==> src/inc/dcm_pkg.sv <==
// Constants, types and register map of the DAC clock multiplier control block.
// Assumes a single 20 MHz system clock and an AHB-Lite register bus.
package dcm_pkg;

  // ****************************************
  // Clock and timing
  // ****************************************
  localparam int unsigned CLK_HZ          = 20000000;
  localparam int unsigned SETTLE_US       = 100000;
  localparam int unsigned SETTLE_CYC      = (SETTLE_US / 1000) * (CLK_HZ / 1000);
  localparam int unsigned REF_DIV_RST     = 2;

  // ****************************************
  // Register map (byte addresses)
  // ****************************************
  localparam logic [7:0] ADDR_CTRL   = 8'h00;
  localparam logic [7:0] ADDR_STATUS = 8'h04;
  localparam logic [7:0] ADDR_IRQ    = 8'h08;
  localparam logic [7:0] ADDR_MASK   = 8'h0c;
  localparam logic [7:0] ADDR_REFDIV = 8'h10;

  // CTRL fields.
  localparam int unsigned CTRL_REF_EN  = 0;
  localparam int unsigned CTRL_SYNC    = 1;
  localparam logic [1:0]  CTRL_RST_VAL = 2'h0;

  // Interrupt bit positions.
  localparam int unsigned IRQ_LOCK_GAIN = 0;
  localparam int unsigned IRQ_LOCK_LOSS = 1;
  localparam int unsigned IRQ_ALIGN     = 2;
  localparam int unsigned IRQ_W         = 3;

  // Prescaler codes.
  localparam logic [1:0] PS_PRESCALE_SEL_HI = 2'h0;
  localparam logic [1:0] PS_DIV2 = 2'h1;
  localparam logic [1:0] PS_DIV4 = 2'h2;
  localparam logic [1:0] PS_DIV8 = 2'h3;

  // ****************************************
  // Types
  // ****************************************
  typedef enum logic [1:0] {
    DCM_ST_UNLOCKED,
    DCM_ST_SETTLING,
    DCM_ST_LOCKED
  } dcm_lock_st_t;

  typedef enum logic [1:0] {
    DCM_AL_RUN,
    DCM_AL_HELD,
    DCM_AL_LOW
  } dcm_align_st_t;

endpackage

==> src/rtl/dcm_phase_gen.sv <==
// Phase generator: turns a reference edge enable into aligned 1x/2x/4x enables.
// Assumes ref_tick is a one-cycle pulse per 2x or 4x tick, which is 2 or 4 consecutive cycles per reference rising edge in multiplier mode.
`timescale 1ns/1ps
module dcm_phase_gen (
  // Clock and reset.
  input  wire logic sys_clk,
  input  wire logic rst_n,
  // Control.
  input  wire logic ref_tick,
  input  wire logic zero_stuff,
  input  wire logic align_hi,
  input  wire logic align_lo,
  // Phase enables.
  output logic      en_4x,
  output logic      en_2x,
  output logic      en_1x,
  output logic      clk_1x
);
  import dcm_pkg::*;

  logic [1:0] ph_r;
  logic [1:0] ph_nxt;
  logic       hi_r;
  logic       hi_nxt;

  // The reference runs at 4x with zero stuffing and 2x otherwise.
  always_comb begin
    ph_nxt = ph_r;
    hi_nxt = hi_r;
    if (align_hi) begin
      ph_nxt = 2'h0;
      hi_nxt = 1'b1;
    end else if (align_lo) begin
      ph_nxt = 2'h1;
      hi_nxt = 1'b0;
    end else if (ref_tick) begin
      ph_nxt = zero_stuff ? 2'(ph_r + 2'h1) : {1'b0, ~ph_r[0]};
      hi_nxt = zero_stuff ? ~ph_nxt[1] : ~ph_nxt[0];
    end
  end

  always_ff @(posedge sys_clk) begin
    if (!rst_n) begin
      ph_r <= 2'h0;
      hi_r <= 1'b1;
    end else begin
      ph_r <= ph_nxt;
      hi_r <= hi_nxt;
    end
  end

  assign en_4x  = ref_tick;
  assign en_2x  = ref_tick & (~zero_stuff | ph_r[0]);
  assign en_1x  = ref_tick & (zero_stuff ? (ph_r == 2'h3) : ph_r[0]);
  assign clk_1x = hi_r;

endmodule

==> src/rtl/dcm_clock_ctrl.sv <==
// Clock multiplier control and clock distribution for an interpolating DAC.
// Assumes all pins synchronous to sys_clk and a single AHB-Lite master.
//
// Behaviour
// - Derive aligned 1x, 2x and 4x enables from one reference.
// - Multiplier mode accepts a reference at the input data rate.
// - Supply strap high enables the multiplier, low bypasses it.
// - Without zero stuffing, codes 00..11 divide by 1, 2, 4, 8.
// - With zero stuffing the same codes still divide by 1, 2, 4, 8.
// - Lock indicator goes high once the loop has locked.
// - Lock indicator may toggle freely before lock.
// - In bypass distribution stays active; 1x clock drives lock indicator pin.
// - In bypass data is captured on alternate reference rising edges, every fourth with zero stuffing.
// - Capture edge is the one before the 1x clock rising edge.
// - Multiplier mode aligns devices itself; bypass aligns by reset.
// - Zero stuffing inserts midscale after each interpolated sample.
// - Bypass reset forces 1x high, low next edge, high again loading latches; with zero stuffing 1x stays low at that load.
//
// Chosen here: the AHB-Lite interface to the registers and the address map.
`timescale 1ns/1ps
module dcm_clock_ctrl #(
  parameter int unsigned SETTLE_CYCLES = dcm_pkg::SETTLE_CYC
) (
  // Clock and reset.
  input  wire logic        sys_clk,
  input  wire logic        rst_n,
  // Device pins.
  input  wire logic        ref_clk_in,
  input  wire logic        multiplier_supply_strap,
  input  wire logic        prescale_sel_hi,
  input  wire logic        prescale_sel_lo,
  input  wire logic        zero_stuff_sel,
  input  wire logic        mix_mode_sel,
  input  wire logic        align_reset,
  output logic             lock_indicator,
  // Internal clock enables.
  output logic             en_4x,
  output logic             en_2x,
  output logic             en_1x,
  output logic             latch_load,
  output logic             midscale_ins,
  output logic [3:0]       divide_ratio,
  // AHB-Lite slave.
  input  wire logic        hsel,
  input  wire logic [31:0] haddr,
  input  wire logic [1:0]  htrans,
  input  wire logic        hwrite,
  input  wire logic [2:0]  hsize,
  input  wire logic [31:0] hwdata,
  input  wire logic        hready,
  output logic [31:0]      hrdata,
  output logic             hreadyout,
  output logic             hresp,
  // Interrupt.
  output logic             irq
);
  import dcm_pkg::*;

  // ****************************************
  // Strap capture and mode
  // ****************************************
  logic pll_mode_r;
  logic pll_mode_nxt;
  logic ref_d_r;
  logic ref_d_nxt;
  logic zs_r;
  logic zs_nxt;
  logic [1:0] ps_r;
  logic [1:0] ps_nxt;

  // The strap is sampled each cycle after reset release.
  always_comb begin
    pll_mode_nxt = multiplier_supply_strap;
    ref_d_nxt    = ref_clk_in;
    zs_nxt       = zero_stuff_sel;
    ps_nxt       = {prescale_sel_hi, prescale_sel_lo};
  end

  always_ff @(posedge sys_clk) begin
    if (!rst_n) begin
      pll_mode_r <= 1'b0;
      ref_d_r    <= 1'b0;
      zs_r       <= 1'b0;
      ps_r       <= PS_PRESCALE_SEL_HI;
    end else begin
      pll_mode_r <= pll_mode_nxt;
      ref_d_r    <= ref_d_nxt;
      zs_r       <= zs_nxt;
      ps_r       <= ps_nxt;
    end
  end

  function automatic logic [3:0] ratio_of(input logic [1:0] code);
    case (code)
      PS_PRESCALE_SEL_HI: ratio_of = 4'h1;
      PS_DIV2: ratio_of = 4'h2;
      PS_DIV4: ratio_of = 4'h4;
      default: ratio_of = 4'h8;
    endcase
  endfunction

  // ****************************************
  // Reference edge and multiplier model
  // ****************************************
  logic       ref_rise;
  logic [1:0] mul_cnt_r;
  logic [1:0] mul_cnt_nxt;
  logic       ref_tick;
  logic       ref_en_r;

  assign ref_rise = ref_clk_in & ~ref_d_r;

  // In multiplier mode the reference is at the data rate, so each edge
  // is spread into 2 or 4 output ticks on a fixed schedule.
  always_comb begin
    mul_cnt_nxt = mul_cnt_r;
    if (pll_mode_r) begin
      if (ref_rise) begin
        mul_cnt_nxt = zs_r ? 2'h3 : 2'h1;
      end else if (mul_cnt_r != 2'h0) begin
        mul_cnt_nxt = 2'(mul_cnt_r - 2'h1);
      end
    end else begin
      mul_cnt_nxt = 2'h0;
    end
  end

  always_ff @(posedge sys_clk) begin
    if (!rst_n) begin
      mul_cnt_r <= 2'h0;
    end else begin
      mul_cnt_r <= mul_cnt_nxt;
    end
  end

  // Bypass takes each reference edge as a 2x or 4x tick.
  assign ref_tick = ref_en_r & (pll_mode_r ? (ref_rise | mul_cnt_r != 2'h0) : ref_rise);

  // ****************************************
  // Lock tracking
  // ****************************************
  dcm_lock_st_t lk_st_r;
  dcm_lock_st_t lk_st_nxt;
  logic [31:0]  lk_cnt_r;
  logic [31:0]  lk_cnt_nxt;
  logic [1:0]   lk_ps_r;
  logic [1:0]   lk_ps_nxt;
  logic         locked;

  always_comb begin
    lk_st_nxt  = lk_st_r;
    lk_cnt_nxt = lk_cnt_r;
    lk_ps_nxt  = ps_r;
    case (lk_st_r)
      DCM_ST_UNLOCKED: begin
        lk_cnt_nxt = 32'h0;
        if (pll_mode_r && ref_en_r && ref_rise) begin
          lk_st_nxt = DCM_ST_SETTLING;
        end
      end
      DCM_ST_SETTLING: begin
        lk_cnt_nxt = lk_cnt_r + 32'h1;
        if (lk_cnt_r >= 32'(SETTLE_CYCLES) - 32'h1) begin
          lk_st_nxt = DCM_ST_LOCKED;
        end
      end
      default: begin
        lk_cnt_nxt = 32'h0;
      end
    endcase
    // Losing the strap, reference enable or prescaler setting drops lock.
    if (!pll_mode_r || !ref_en_r || lk_ps_r != ps_r) begin
      lk_st_nxt  = DCM_ST_UNLOCKED;
      lk_cnt_nxt = 32'h0;
    end
  end

  always_ff @(posedge sys_clk) begin
    if (!rst_n) begin
      lk_st_r  <= DCM_ST_UNLOCKED;
      lk_cnt_r <= 32'h0;
      lk_ps_r  <= PS_PRESCALE_SEL_HI;
    end else begin
      lk_st_r  <= lk_st_nxt;
      lk_cnt_r <= lk_cnt_nxt;
      lk_ps_r  <= lk_ps_nxt;
    end
  end

  assign locked = (lk_st_r == DCM_ST_LOCKED);

  // ****************************************
  // Reset alignment in bypass
  // ****************************************
  dcm_align_st_t al_st_r;
  dcm_align_st_t al_st_nxt;
  logic          align_hi;
  logic          align_lo;
  logic          align_done;
  logic          clk_1x;

  always_comb begin
    al_st_nxt  = al_st_r;
    align_hi   = 1'b0;
    align_lo   = 1'b0;
    align_done = 1'b0;
    case (al_st_r)
      DCM_AL_RUN: begin
        if (align_reset && !pll_mode_r) begin
          al_st_nxt = DCM_AL_HELD;
          align_hi  = 1'b1;
        end
      end
      DCM_AL_HELD: begin
        align_hi = 1'b1;
        if (!align_reset && ref_tick) begin
          align_hi  = 1'b0;
          align_lo  = 1'b1;
          al_st_nxt = DCM_AL_LOW;
        end
      end
      default: begin
        if (ref_tick) begin
          align_done = 1'b1;
          al_st_nxt  = DCM_AL_RUN;
        end
      end
    endcase
  end

  always_ff @(posedge sys_clk) begin
    if (!rst_n) begin
      al_st_r <= DCM_AL_RUN;
    end else begin
      al_st_r <= al_st_nxt;
    end
  end

  dcm_phase_gen u_phase (
    .sys_clk    (sys_clk),
    .rst_n      (rst_n),
    .ref_tick   (ref_tick),
    .zero_stuff (zs_r),
    .align_hi   (align_hi),
    .align_lo   (align_lo),
    .en_4x      (en_4x),
    .en_2x      (en_2x),
    .en_1x      (en_1x),
    .clk_1x     (clk_1x)
  );

  // Latches load on the tick that raises the 1x clock, save the alignment load under zero stuffing, which leaves it low.
  assign latch_load = en_1x | align_done;

  // ****************************************
  // Registered outputs
  // ****************************************
  logic       lock_out_r;
  logic       lock_out_nxt;
  logic       mid_r;
  logic       mid_nxt;
  logic [3:0] ratio_r;
  logic [3:0] ratio_nxt;

  always_comb begin
    // While settling, the pin shows bit 4 of the settling count as a toggling level.
    if (pll_mode_r) begin
      lock_out_nxt = locked | (lk_st_r == DCM_ST_SETTLING & lk_cnt_r[4]);
    end else begin
      lock_out_nxt = clk_1x;
    end
    // Midscale goes out on every second 4x tick.
    mid_nxt   = zs_r & ~mid_r & ref_tick ? 1'b1 : (ref_tick ? 1'b0 : mid_r);
    ratio_nxt = ratio_of(ps_r);
  end

  always_ff @(posedge sys_clk) begin
    if (!rst_n) begin
      lock_out_r <= 1'b0;
      mid_r      <= 1'b0;
      ratio_r    <= 4'h1;
    end else begin
      lock_out_r <= lock_out_nxt;
      mid_r      <= mid_nxt;
      ratio_r    <= ratio_nxt;
    end
  end

  assign lock_indicator = lock_out_r;
  assign midscale_ins   = mid_r & zs_r;
  assign divide_ratio   = ratio_r;

  // ****************************************
  // Register file and interrupts
  // ****************************************
  logic [IRQ_W-1:0] irq_st_r;
  logic [IRQ_W-1:0] irq_st_nxt;
  logic [IRQ_W-1:0] irq_mk_r;
  logic [IRQ_W-1:0] irq_mk_nxt;
  logic [IRQ_W-1:0] ev;
  logic             locked_d_r;
  logic             sync_r;
  logic             sync_nxt;
  logic             ref_en_nxt;
  logic [7:0]       refdiv_r;
  logic [7:0]       refdiv_nxt;
  logic             wr_pend_r;
  logic             wr_pend_nxt;
  logic [7:0]       wr_addr_r;
  logic [7:0]       wr_addr_nxt;
  logic [31:0]      rdata_nxt;
  logic [31:0]      rdata_r;
  logic             acc;

  assign acc = hsel & hready & htrans[1];
  assign ev  = {align_done, locked_d_r & ~locked, locked & ~locked_d_r};

  always_comb begin
    wr_pend_nxt = acc & hwrite;
    wr_addr_nxt = haddr[7:0];
    irq_mk_nxt  = irq_mk_r;
    ref_en_nxt  = ref_en_r;
    sync_nxt    = sync_r;
    refdiv_nxt  = refdiv_r;
    irq_st_nxt  = irq_st_r;
    if (wr_pend_r) begin
      if (wr_addr_r == ADDR_CTRL) begin
        ref_en_nxt = hwdata[CTRL_REF_EN];
        sync_nxt   = hwdata[CTRL_SYNC];
      end else if (wr_addr_r == ADDR_IRQ) begin
        irq_st_nxt = irq_st_r & ~hwdata[IRQ_W-1:0];
      end else if (wr_addr_r == ADDR_MASK) begin
        irq_mk_nxt = hwdata[IRQ_W-1:0];
      end else if (wr_addr_r == ADDR_REFDIV) begin
        refdiv_nxt = hwdata[7:0];
      end
    end
    // Setting wins over a clear in the same cycle.
    irq_st_nxt = irq_st_nxt | ev;
    rdata_nxt  = 32'h0;
    if (wr_addr_nxt == ADDR_CTRL) begin
      rdata_nxt = {30'h0, sync_r, ref_en_r};
    end else if (wr_addr_nxt == ADDR_STATUS) begin
      rdata_nxt = {16'h0, ratio_r, 2'h0, ps_r, 1'h0, mix_mode_sel, zs_r, pll_mode_r,
                   2'h0, lock_out_r, locked};
    end else if (wr_addr_nxt == ADDR_IRQ) begin
      rdata_nxt = {29'h0, irq_st_r};
    end else if (wr_addr_nxt == ADDR_MASK) begin
      rdata_nxt = {29'h0, irq_mk_r};
    end else if (wr_addr_nxt == ADDR_REFDIV) begin
      rdata_nxt = {24'h0, refdiv_r};
    end
  end

  always_ff @(posedge sys_clk) begin
    if (!rst_n) begin
      wr_pend_r  <= 1'b0;
      wr_addr_r  <= 8'h0;
      irq_st_r   <= 3'h0;
      irq_mk_r   <= 3'h0;
      ref_en_r   <= 1'b1;
      sync_r     <= 1'b0;
      refdiv_r   <= 8'(REF_DIV_RST);
      rdata_r    <= 32'h0;
      locked_d_r <= 1'b0;
    end else begin
      wr_pend_r  <= wr_pend_nxt;
      wr_addr_r  <= wr_addr_nxt;
      irq_st_r   <= irq_st_nxt;
      irq_mk_r   <= irq_mk_nxt;
      ref_en_r   <= ref_en_nxt;
      sync_r     <= sync_nxt;
      refdiv_r   <= refdiv_nxt;
      rdata_r    <= acc ? rdata_nxt : rdata_r;
      locked_d_r <= locked;
    end
  end

  assign hrdata    = rdata_r;
  assign hreadyout = 1'b1;
  assign hresp     = 1'b0;
  assign irq       = |(irq_st_r & irq_mk_r);

endmodule

==> config.mk <==
export PLATFORM = sky130hd
export DESIGN_NAME = dcm_clock_ctrl
export DESIGN_NICKNAME = d
export VERILOG_FILES = /design/src/inc/dcm_pkg.sv /design/src/rtl/dcm_phase_gen.sv /design/src/rtl/dcm_clock_ctrl.sv
export SDC_FILE = /design/constraint.sdc
export NUM_CORES = 1
export LEC_CHECK = 0
export BUFFER_PORTS_ARGS = -buffer_cell sky130_fd_sc_hd__buf_4
export CAP_MARGIN = 20
export CORE_MARGIN = 5
export CORE_UTILIZATION = 55
export DETAILED_ROUTE_END_ITERATION = 10
export GPL_TIMING_DRIVEN = 0
export PLACE_DENSITY = 0.85
export SYNTH_ARGS = -nofsm -noshare
export SYNTH_HDL_FRONTEND = slang
export SYNTH_SLANG_ARGS = --single-unit
==> constraint.sdc <==
create_clock -name sys_clk -period 3.9 [get_ports sys_clk]
set_input_delay 0.195 -clock sys_clk [delete_from_list [all_inputs] [get_ports sys_clk]]
set_output_delay 0.195 -clock sys_clk [all_outputs]
set_load 0.05 [all_outputs]
# Yosys cells after proc, flatten, opt, wreduce, memory -nomap -nowiden
# Index checks and enable logic that the tools add are counted.
[totals]
regBits = 112
latch_bits = 0
ram_bits = 0
rom_bits = 0
in_bits = 81
output_inout_bits = 45
memories = 0
[classes]
n_addsub = 3
multipliers = 0
n_div = 0
n_lt_le_gt_ge = 1
n_eq_ne = 18
shifts = 0
muxes = 37
bitwise = 34
reduce_logical = 32
[ops]
columns = ["operator", "n"]
rows = [
  ["32-bit by 1-bit adder with 32-bit output (second input constant)", 1],
  ["8-bit by 4-bit == test with 1-bit output (second input constant)", 4],
  ["32-bit by 21-bit greater-or-equal comparator with 1-bit output (second input constant)", 1],
  ["16-bit two-way mux", 2],
  ["8-bit two-way mux", 3],
  ["2-bit two-way mux", 9],
  ["8-bit by 5-bit == test with 1-bit output (second input constant)", 2],
  ["8-bit logical NOT", 2],
  ["1-bit two-way mux", 16],
  ["1-bit AND", 13],
  ["1-bit NOT", 13],
  ["4-bit case mux with 3 select lines", 1],
  ["2-bit nonzero test", 5],
  ["3-bit two-way mux", 3],
  ["3-bit OR reduction", 3],
  ["8-bit by 3-bit == test with 1-bit output (second input constant)", 1],
  ["2-bit != test (second input constant)", 4],
  ["2-bit case mux with 2 select lines", 2],
  ["3-bit AND", 2],
  ["2-bit by 1-bit == test with 1-bit output (second input constant)", 3],
  ["2-bit == test (second input constant)", 3],
  ["2-bit logical NOT", 3],
  ["3-bit AND reduction", 2],
  ["2-bit OR reduction", 3],
  ["14 further kinds", 24],
]

# Logic depth before layout (Yosys ltp)
# Gate-level depths: netlist of run 1.
[depth]
word_depth = 9
depth_mapped = 8

# By module
# Synthesis of run 1 repeated with hierarchy kept, for this count alone.
[hier_totals]
hier_cells = 454
hier_area_um2 = 4111.4
[by_module_without_submodules]
columns = ["mod", "n_inst", "cells_each", "area_each_um2", "seq_area_each_um2"]
rows = [
  ["dcm_clock_ctrl", 1, 433, 3926.3, 1821.7],
  ["dcm_phase_gen", 1, 21, 185.2, 60.1],
]

# Worst setup path after synthesis of run 1
# Ideal clock, no wire load.
[synth_path]
kind = "reg2out"
startpoint = "register mul_cnt_r[0]"
endpoint = "output port latch_load"
arrival_ps = 2216
setup_slack_ps = 1489
path_stages_with_launch = 7
path_buffers = 1
path_cell_list = "dfxtp_1 -> inv_1 -> ha_1 -> nor2b_1 -> o21ai_0 -> clkbuf_1 -> o21ai_0"
[synth_between]
elab_chain_cells = 7
elab_cells_between_ends = 8
[synth_rtl]
columns = ["element", "line", "source"]
rows = [
  ["start: declaration", "dcm_clock_ctrl.sv:106", "logic [1:0] mul_cnt_r;"],
  ["start signal: assignment", "dcm_clock_ctrl.sv:132", "mul_cnt_r <= mul_cnt_nxt;"],
  ["2-bit nonzero test (*)", "dcm_clock_ctrl.sv:137", "assign ref_tick = ref_en_r & (pll_mode_r ? (ref_rise | mul_cnt_r != 2'h0) : ref_rise);"],
  ["1-bit bitwise OR (*)", "dcm_clock_ctrl.sv:137", ""],
  ["1-bit two-way mux (*)", "dcm_clock_ctrl.sv:137", ""],
  ["1-bit AND (*)", "dcm_clock_ctrl.sv:137", ""],
  ["1-bit two-way mux", "dcm_clock_ctrl.sv:223", "if (ref_tick) begin"],
  ["1-bit two-way mux", "dcm_clock_ctrl.sv:207", "case (al_st_r)"],
  ["1-bit bitwise OR (*)", "dcm_clock_ctrl.sv:253", "assign latch_load = en_1x | align_done;"],
  ["end: declaration", "dcm_clock_ctrl.sv:40", "output logic latch_load,"],
]
# Every way passes the cells marked *; elsewhere a longest branch is shown, timed or not.

# Worst setup path in the final report of run 1
[layout_path]
startpoint = "register pll_mode_r"
endpoint = "output port latch_load"
[layout_between]
elab_chain_cells = 5
elab_cells_between_ends = 6
[layout_rtl]
columns = ["element", "line", "source"]
rows = [
  ["start: declaration", "dcm_clock_ctrl.sv:62", "logic pll_mode_r;"],
  ["start signal: assignment", "dcm_clock_ctrl.sv:86", "pll_mode_r <= pll_mode_nxt;"],
  ["1-bit two-way mux (*)", "dcm_clock_ctrl.sv:137", ""],
  ["1-bit AND (*)", "dcm_clock_ctrl.sv:137", ""],
  ["1-bit two-way mux", "dcm_clock_ctrl.sv:223", ""],
  ["1-bit two-way mux", "dcm_clock_ctrl.sv:207", ""],
  ["1-bit bitwise OR (*)", "dcm_clock_ctrl.sv:253", ""],
]
# Marks and branches as above.

==> flow_summary.toml, run 1 <==
[outcome]
status = "completed"

[floorplan]
rows = 31
die_y_um = 96.40
die_w_um = 96.40
ios = 126
core_um2 = 7253
die_area_um2 = 9292
start_util = 0.5660

[final_layout]
drive_gt1_frac = 0.1779
post-route-util = 0.6741
multi_input_area_um2 = 2003
area_growth_pct = 19.11
final_cell_area_um2 = 4890
ff_latch_area_um2 = 1882
final_cells = 650
antenna_cells = 0
fillers = 584
final_nets = 630

[placed_design]
dp_cells = 634
place_area_um2 = 4679
port_buffers = 51
hpwl_um = 6556
place_congestion = 0.8707

[setup_path]
cp.required_ns = 3.70
cp_slowest_stage_delay_ns = 0.38
cp_top_family = "buffers and inverters"
crit_buf_inv = 3
critPathLaunchType = "register"
cp-end-kind = "output pin"
criticalPathCategory = "register to output pin"
cp_max_fo = 10
crit_arrival_ns = 2.20
slowest_stage = "o21ai_0"
cp_cell_sequence = "clkbuf_1 -> nor2b_1 -> o21ai_0 -> clkbuf_1 -> o21ai_0 -> buf_4"

[detailed_routing]
met3WireLength_um = 674
final_antenna_net_count = 0
drt_iter0_markers = 136
routed_wl_um = 9014
dr_total_vias = 3457
drc = 0
via_per_inst = 5.318
wl_met1_um = 3742
wl_per_cell_um = 13.87
drt_first_pass_iters = 4
top_layer = "met4"
wl_met2_um = 4456

[yosys]
syn_area_um2 = 4105
synthDistinctLibCells = 50
yosysSeqAreaShare = 0.4584
yosysWarnings = 0
yosys.area.top_type_share = 0.4584
synth_top_cells_by_count = "dfxtp_1, nor2_1, nand2_1"
synth.ff_latch_count = 94
yosysMostFrequentCell = "dfxtp_1"
synthArstFlopShare = 0
yosysTopAreaCell = "dfxtp_1"
synthCells = 466
synthFlopType = "dfxtp_1"
synth_edf_count = 0
yosys-top-cells-area = "dfxtp_1, nor2_1, xnor2_1, buf_4, mux2i_1"
synth_area_per_cell_um2 = 8.809

[timing]
timing.final.crit_share = 0.6130
drv_slew = 0
skew_ns = 0.01423
hold_viol = 0
finalCriticalPeriod_ns = 2.391
worstMarginPinSlew_ns = 0.7932
tns_ns = 0
maxSlewHeadroom = 0.4668
setup_viol = 0
fmax_ghz = 0.4183
rsz0062_at_grt = "no"

[global_routing]
grt_first_pass_wirelength_um = 14860
grt_pass1_vias = 3317
grt_max_degree = 19
grt_overflow = 0
grtUsageTotal = 0.2030
antenna_found_initial = 0

[flow_run]
maxCapViolCount = 0

[power_and_ir_drop]
ir_worst_vdd_mv = 0.1931
fin_total_pwr_mw = 1.832
powerDensity_nw_per_um2 = 374.7
p_leak_nw = 1.928

[clock_tree]
htree_num_levels = 3
holdBufCountCts = 0
cts.sinks = 94
clock-root-buffer = "clkbuf_8"
worstSkewPairLatency_ns = 0.36
post-cts-setup-buffers = 0
clock_path_buffers = 2
clkTransAtPathRegs_ns = 0.10
ctsResizeCount = 0
cts_buffers = 9
cts_tree = "built"

[worst_hold_path]
hp-class = "primary input to register"
-- metrics by stage --
stage          setup WS (ns)  hold slack, ns
2_1_floorplan          1.489          0.3047
3_3_place_gp           1.942          0.4051
3_5_place_dp           1.914          0.4099
4_1_cts                1.502         0.02412
5_1_grt                1.346         0.01602
6_report               1.509         0.04078
-- worst register-to-register path: stages (launching register included) --
cell      delay, ns
dfxtp_1        0.41
and4_1         0.21
clkbuf_1       0.21
nand4_1        0.37
nor4_1         0.46
xnor2_1        0.17
nor2_1         0.05
-- area by class of cell --
class | instances | share of cell area
timing repair buffer | 51 | 0.07830
inverter | 12 | 0.009212
buffer | 42 | 0.04964
multi-input combinational | 336 | 0.4097
sequential | 94 | 0.3849
clock buffer | 9 | 0.02533
tap | 99 | 0.02533
clock inverter | 7 | 0.01766
-- per-layer routing --
metal  vias to the layer above  GRT usage
met5                         -          0
met4                         0    0.07710
met3                        16    0.04415
met2                       116     0.3525
met1                      1619     0.2454
li1                       1706          -
-- cells by family after synthesis --
family | after synthesis | share of synthesized area
AOI/OAI and AO/OA | 50 | 0.08107
xor gates and xnor gates | 33 | 0.07041
adders and majority gates | 3 | 0.009145
buffers and inverters | 54 | 0.07010
DFF | 94 | 0.4584
muxes | 17 | 0.04754
other | 2 | 0.001829
and+or+nand+nor | 213 | 0.2615
-- flip-flops by register name, summed over array words and instances, names as in the netlist, 2 cells and up --
register / count
lk_st_r: 2
divide_ratio: 4
irq_st_r: 3
mul_cnt_r: 2
lk_ps_nxt: 2
irq_mk_r: 3
hrdata: 14
u_phase.ph_r: 2
wr_addr_r: 8
lk_ps_r: 2
al_st_r: 2
refdiv_r: 8
lk_cnt_r: 32
-- final timing paths --
path | from | to | slack, ns | depth (start not counted)
worst max register to register | lk_cnt_r[17] | lk_cnt_r[26] | 1.90 | 6
worst max-delay path | pll_mode_r | latch_load | 1.51 | 6
worst min-delay path | prescale_sel_hi | lk_ps_nxt[1] | 0.04 | 2
worst min register to register | lk_cnt_r[0] | lk_cnt_r[0] | 0.46 | 1
-- where the power goes --
group | switching, mW | internal [mW]
sequential | 0.00912 | 0.974
clock | 0.363 | 0.312
combinational | 0.113 | 0.0608
total | 0.486 | 1.35
-- placed cells by master, fill, tap and decap left out, drive strengths merged, types with 16 or more instances in the layout --
cell	netlist	routed
dfxtp	94	94
clkbuf	19	28
inv	12	17
nor4	16	16
nor2	78	78
buf	23	74
xnor2	27	27
a21oi	16	16
and2	20	20
conb	2	20
nand2	31	31
No activity file was read; power rests on OpenSTA's default activity.
==> run 2, diff against run 1 <==
Settings changed: CORE_UTILIZATION 55 to 51, PLACE_DENSITY 0.85 to 0.79.
Clock period 3.9 ns to 2.4 ns, I/O delays scaled along.
==> flow_summary.toml, run 2 (same netlist as run 1, synthesis figures left out) <==
[final_layout]
final_cell_area_um2 = 5054
drive_gt1_frac = 0.1743
area_growth_pct = 23.10
layout_commonest_cell = "dfxtp_1"
final_cell_mix = "dfxtp_1, nor2_1, buf_4"
largest-register = "lk_cnt_r"
final_cells = 670
largest_reg_flops = 32
final_nets = 647
antenna_cells = 0

[timing]
finalCriticalPeriod_ns = 2.159
hold_viol = 0
drv_slew = 0
maxSlewHeadroom = 0.4827
hold_slack_ns = 0.01702
worstMarginPinSlew_ns = 0.7695
timing.final.crit_share = 0.8998
worst_slack_ns = 0.2406
setup_viol = 0
rsz0062_at_grt = "no"
fmax_ghz = 0.4631
skew_ns = 0.01263
tns_ns = 0

[setup_path]
regToRegSetupSlack_ns = 0.41
startpoint = "pll_mode_r"
criticalPathCategory = "register to output pin"
cp_slowest_stage_delay_ns = 0.32
cp_cell_sequence = "clkbuf_1 -> nor2b_1 -> o21ai_0 -> clkbuf_2 -> o21ai_0 -> buf_4"
worstReg2RegStart = "lk_cnt_r[17]"
slowest_stage = "dfxtp_1"
critPathLaunchType = "register"
crit_buf_inv = 3
rr_worst_depth = 6
cp_top_family = "buffers and inverters"
cp-end-kind = "output pin"
worst_path_most_repeated_cell = "o21ai_0"
cp.depth = 6
cp.required_ns = 2.28
cp_max_fo = 10
crit_arrival_ns = 2.04

[placed_design]
dp_cells = 637
place_congestion = 0.8456
hpwl_um = 6476
post-place-ws_ns = 0.4352
place_area_um2 = 4683
port_buffers = 51

[floorplan]
start_util = 0.5285
rows = 32
die_y_um = 99.72
die_w_um = 99.72
ios = 126
die_area_um2 = 9944
core_um2 = 7767

[clock_tree]
cts.sinks = 94
cts_tree = "built"
htree_num_levels = 3
clock_path_buffers = 2
worstSkewPairLatency_ns = 0.37
clock-root-buffer = "clkbuf_8"
cts_buffers = 9
clkTransAtPathRegs_ns = 0.10

[detailed_routing]
final_antenna_net_count = 0
via_per_inst = 5.207
drt_first_pass_iters = 5
dr_total_vias = 3489
routed_wl_um = 9197
wl_per_cell_um = 13.73
drt_iter0_markers = 162
wl_met1_um = 3937
met3WireLength_um = 640
wl_met2_um = 4474
drc = 0
top_layer = "met4"

[power_and_ir_drop]
p_leak_nw = 1.996
ir_worst_vdd_mv = 0.3490
p_sw_frac = 0.2817
pwr-share-comb = 0.104
intPower_mw = 2.110
powerDensity_nw_per_um2 = 581.2
clkPwrFrac = 0.352
p_seq_frac = 0.544
p_sw_mw = 0.8275

[global_routing]
antenna_found_initial = 0
grt_pass1_vias = 3388
grt_overflow = 0
grt_max_degree = 20
grt_first_pass_wirelength_um = 15610
grtUsageTotal = 0.1913

[outcome]
status = "completed"

[worst_hold_path]
hold_depth = 3
min-delay-start = "hwdata[5]"
hp-class = "primary input to register"

[flow_run]
maxCapViolCount = 0
run 2: changes by cell type in the layout (fill, tap and decap cells not counted), sizes merged:
cell	change
dlygate4sd3	+17
inv	-2
clkinv	+3
bufinv	-1
run 2: what timing repair did:
| item | CTS | global route |
|---|---|---|
| endpoints found under the setup margin | 0 | 1 |
| buffers inserted | 0 | 0 |
| resized for setup | 0 | 2 |
| hold endpoints to repair | 18 | 0 |
| hold buffers | 17 | 0 |
run 2: worst register-to-register path: stages, from the launching register on:
cell	delay, ns
dfxtp_1	0.42
and4_1	0.21
clkbuf_1	0.20
nand4_1	0.36
nor4_1	0.44
xnor2_1	0.17
nor2_1	0.06
run 2: path summary, 6_finish.rpt:
path,end
max,latch_load
min,refdiv_r[5]
max reg2reg,lk_cnt_r[29]
min reg2reg,hrdata[1]
run 2: routing by layer:
| layer | track usage | up-vias |
|---|---|---|
| met1 | 0.2435 | 1624 |
| met3 | 0.04067 | 13 |
| met5 | 0 | - |
| li1 | - | 1741 |
| met4 | 0.06618 | 0 |
| met2 | 0.3202 | 111 |
run 2: power groups by stage:
stage	Sequential [mW]	Clock [mW]	Combinational [mW]
6_report	1.60	1.03	0.305
5_1_grt	1.60	1.14	0.329
4_1_cts	1.60	1.06	0.303
3_5_place_dp	1.63	0	0.280
3_3_place_gp	1.63	0	0.276
2_1_floorplan	1.64	0	0.191
run 2: final cells by class:
cell class,instances,area (um^2)
sequential,94,1882
clock buffer,9,123.9
inverter,12,45.04
buffer,42,244.0
tap,102,127.6
timing repair buffer,68,553.0
clock inverter,7,75.07
multi-input combinational,336,2003
fill,644,2714
run 2: stage by stage:
step           total power, mW    util
2_1_floorplan            1.835       -
3_3_place_gp             1.908  0.6029
3_5_place_dp             1.913  0.6029
4_1_cts                  2.959  0.6505
5_1_grt                  3.064  0.6506
6_report                 2.937  0.6506
==> run 3, diff against run 2 <==
Settings changed: GPL_ROUTABILITY_DRIVEN set to 0, PLACE_DENSITY 0.79 to 0.84, TNS_END_PERCENT set to 100.
==> flow_summary.toml, run 3 (same netlist as run 1, synthesis figures left out) <==
[floorplan]
die_y_um = 99.72
rows = 32
start_util = 0.5285
die_w_um = 99.72
ios = 126
core_um2 = 7767
die_area_um2 = 9944

[flow_run]
maxCapViolCount = 0

[timing]
finalCriticalPeriod_ns = 2.195
timing.final.crit_share = 0.9145
tns_ns = 0
rsz0062_at_grt = "no"
hold_slack_ns = 0.006198
skew_ns = 0.01377
hold_viol = 0
fmax_ghz = 0.4556
worstMarginPinSlew_ns = 0.7837
setup_viol = 0
drv_slew = 0
maxSlewHeadroom = 0.4732

[clock_tree]
cts_tree = "built"
clock-root-buffer = "clkbuf_8"
cts_buffers = 9
clkTransAtPathRegs_ns = 0.10
post-cts-setup-buffers = 0
htree_num_levels = 3
cts.sinks = 94
worstSkewPairLatency_ns = 0.38
clock_path_buffers = 2

[global_routing]
grt_overflow = 0
grtUsageTotal = 0.1873
grt_pass1_vias = 3376
grt_max_degree = 20
grt_first_pass_wirelength_um = 15240
antenna_found_initial = 0

[power_and_ir_drop]
ir_worst_vdd_mv = 0.4351
powerDensity_nw_per_um2 = 579.7
p_leak_nw = 1.999

[setup_path]
cp.required_ns = 2.28
rr_worst_depth = 7
cp.depth = 6
critPathLaunchType = "register"
worst_path_most_repeated_cell = "o21ai_0"
cp_slowest_stage_delay_ns = 0.40
criticalPathCategory = "register to output pin"
crit_arrival_ns = 2.07
cp_top_family = "buffers and inverters"
crit_buf_inv = 3
cp_max_fo = 10
slowest_stage = "o21ai_0"
cp_cell_sequence = "clkbuf_1 -> nor2b_1 -> o21ai_0 -> clkbuf_2 -> o21ai_0 -> buf_4"
cp-end-kind = "output pin"

[final_layout]
area_growth_pct = 23.22
largest_reg_flops = 32
drive_gt1_frac = 0.1740
final_nets = 648
largest-register = "lk_cnt_r"
post-route-util = 0.6513
antenna_cells = 0
layout_commonest_cell = "dfxtp_1"
final_cell_area_um2 = 5059
final_cell_mix = "dfxtp_1, nor2_1, buf_4"

[detailed_routing]
routed_wl_um = 9041
final_antenna_net_count = 0
via_per_inst = 5.104
dr_total_vias = 3425
drt_iter0_markers = 131
wl_per_cell_um = 13.47
drt_first_pass_iters = 4
drc = 0

[worst_hold_path]
hold_depth = 3
hp-class = "primary input to register"

[placed_design]
place_area_um2 = 4683
hpwl_um = 6632
port_buffers = 51

[outcome]
status = "completed"
-- run 3: report_power, final --
part           switching [mW]  internal (mW)
Clock                   0.618          0.411
Sequential             0.0149           1.58
Combinational           0.188          0.118
Total                   0.821           2.11
-- run 3: metrics by stage --
| stage | power [mW] | std cells | setup WS, ns |
|---|---|---|---|
| after floorplan | 1.835 | 484 | 0.06380 |
| after global placement | 1.907 | 637 | 0.5150 |
| after detailed placement | 1.912 | 637 | 0.4035 |
| after CTS | 2.959 | 671 | 0.08275 |
| after global routing | 3.050 | 671 | 0.06362 |
| final | 2.932 | 671 | 0.2051 |
-- run 3: timing repair --
| action | in CTS | in global routing |
|---|---|---|
| setup endpoints to repair | 0 | 3 |
| resized for setup | 0 | 2 |
| hold buffers | 18 | 0 |
| hold endpoints to repair | 19 | 0 |
-- run 3: cell type report --
| cell class | count | area (um^2) |
|---|---|---|
| timing repair buffer | 69 | 563.0 |
| multi-input combinational | 336 | 2003 |
| clock inverter | 7 | 70.07 |
| tap | 102 | 127.6 |
| sequential | 94 | 1882 |
| fill | 605 | 2709 |
| clock buffer | 9 | 123.9 |
| buffer | 42 | 244.0 |
| inverter | 12 | 45.04 |
-- run 3: worst paths after layout --
path / start / end / slack [ns]
worst max-delay path: pll_mode_r / latch_load / 0.21
worst min-delay path: hwdata[4] / refdiv_r[4] / 0.006
worst max register to register: lk_cnt_r[0] / lk_cnt_r[30] / 0.39
worst min register to register: lk_cnt_r[0] / lk_cnt_r[0] / 0.46
-- run 3: routing by layer --
layer,vias to the layer above,part of all wire,global-route usage
met5,-,0,0
met4,0,0.0086,0.05462
met3,7,0.052,0.05470
met2,76,0.50,0.3258
met1,1598,0.44,0.2230
li1,1744,-,-
-- run 3: tightest hold or removal path, stage by stage --
cell	delay, ns
buf_4	0.08
mux2i_1	0.06
nor2_1	0.08
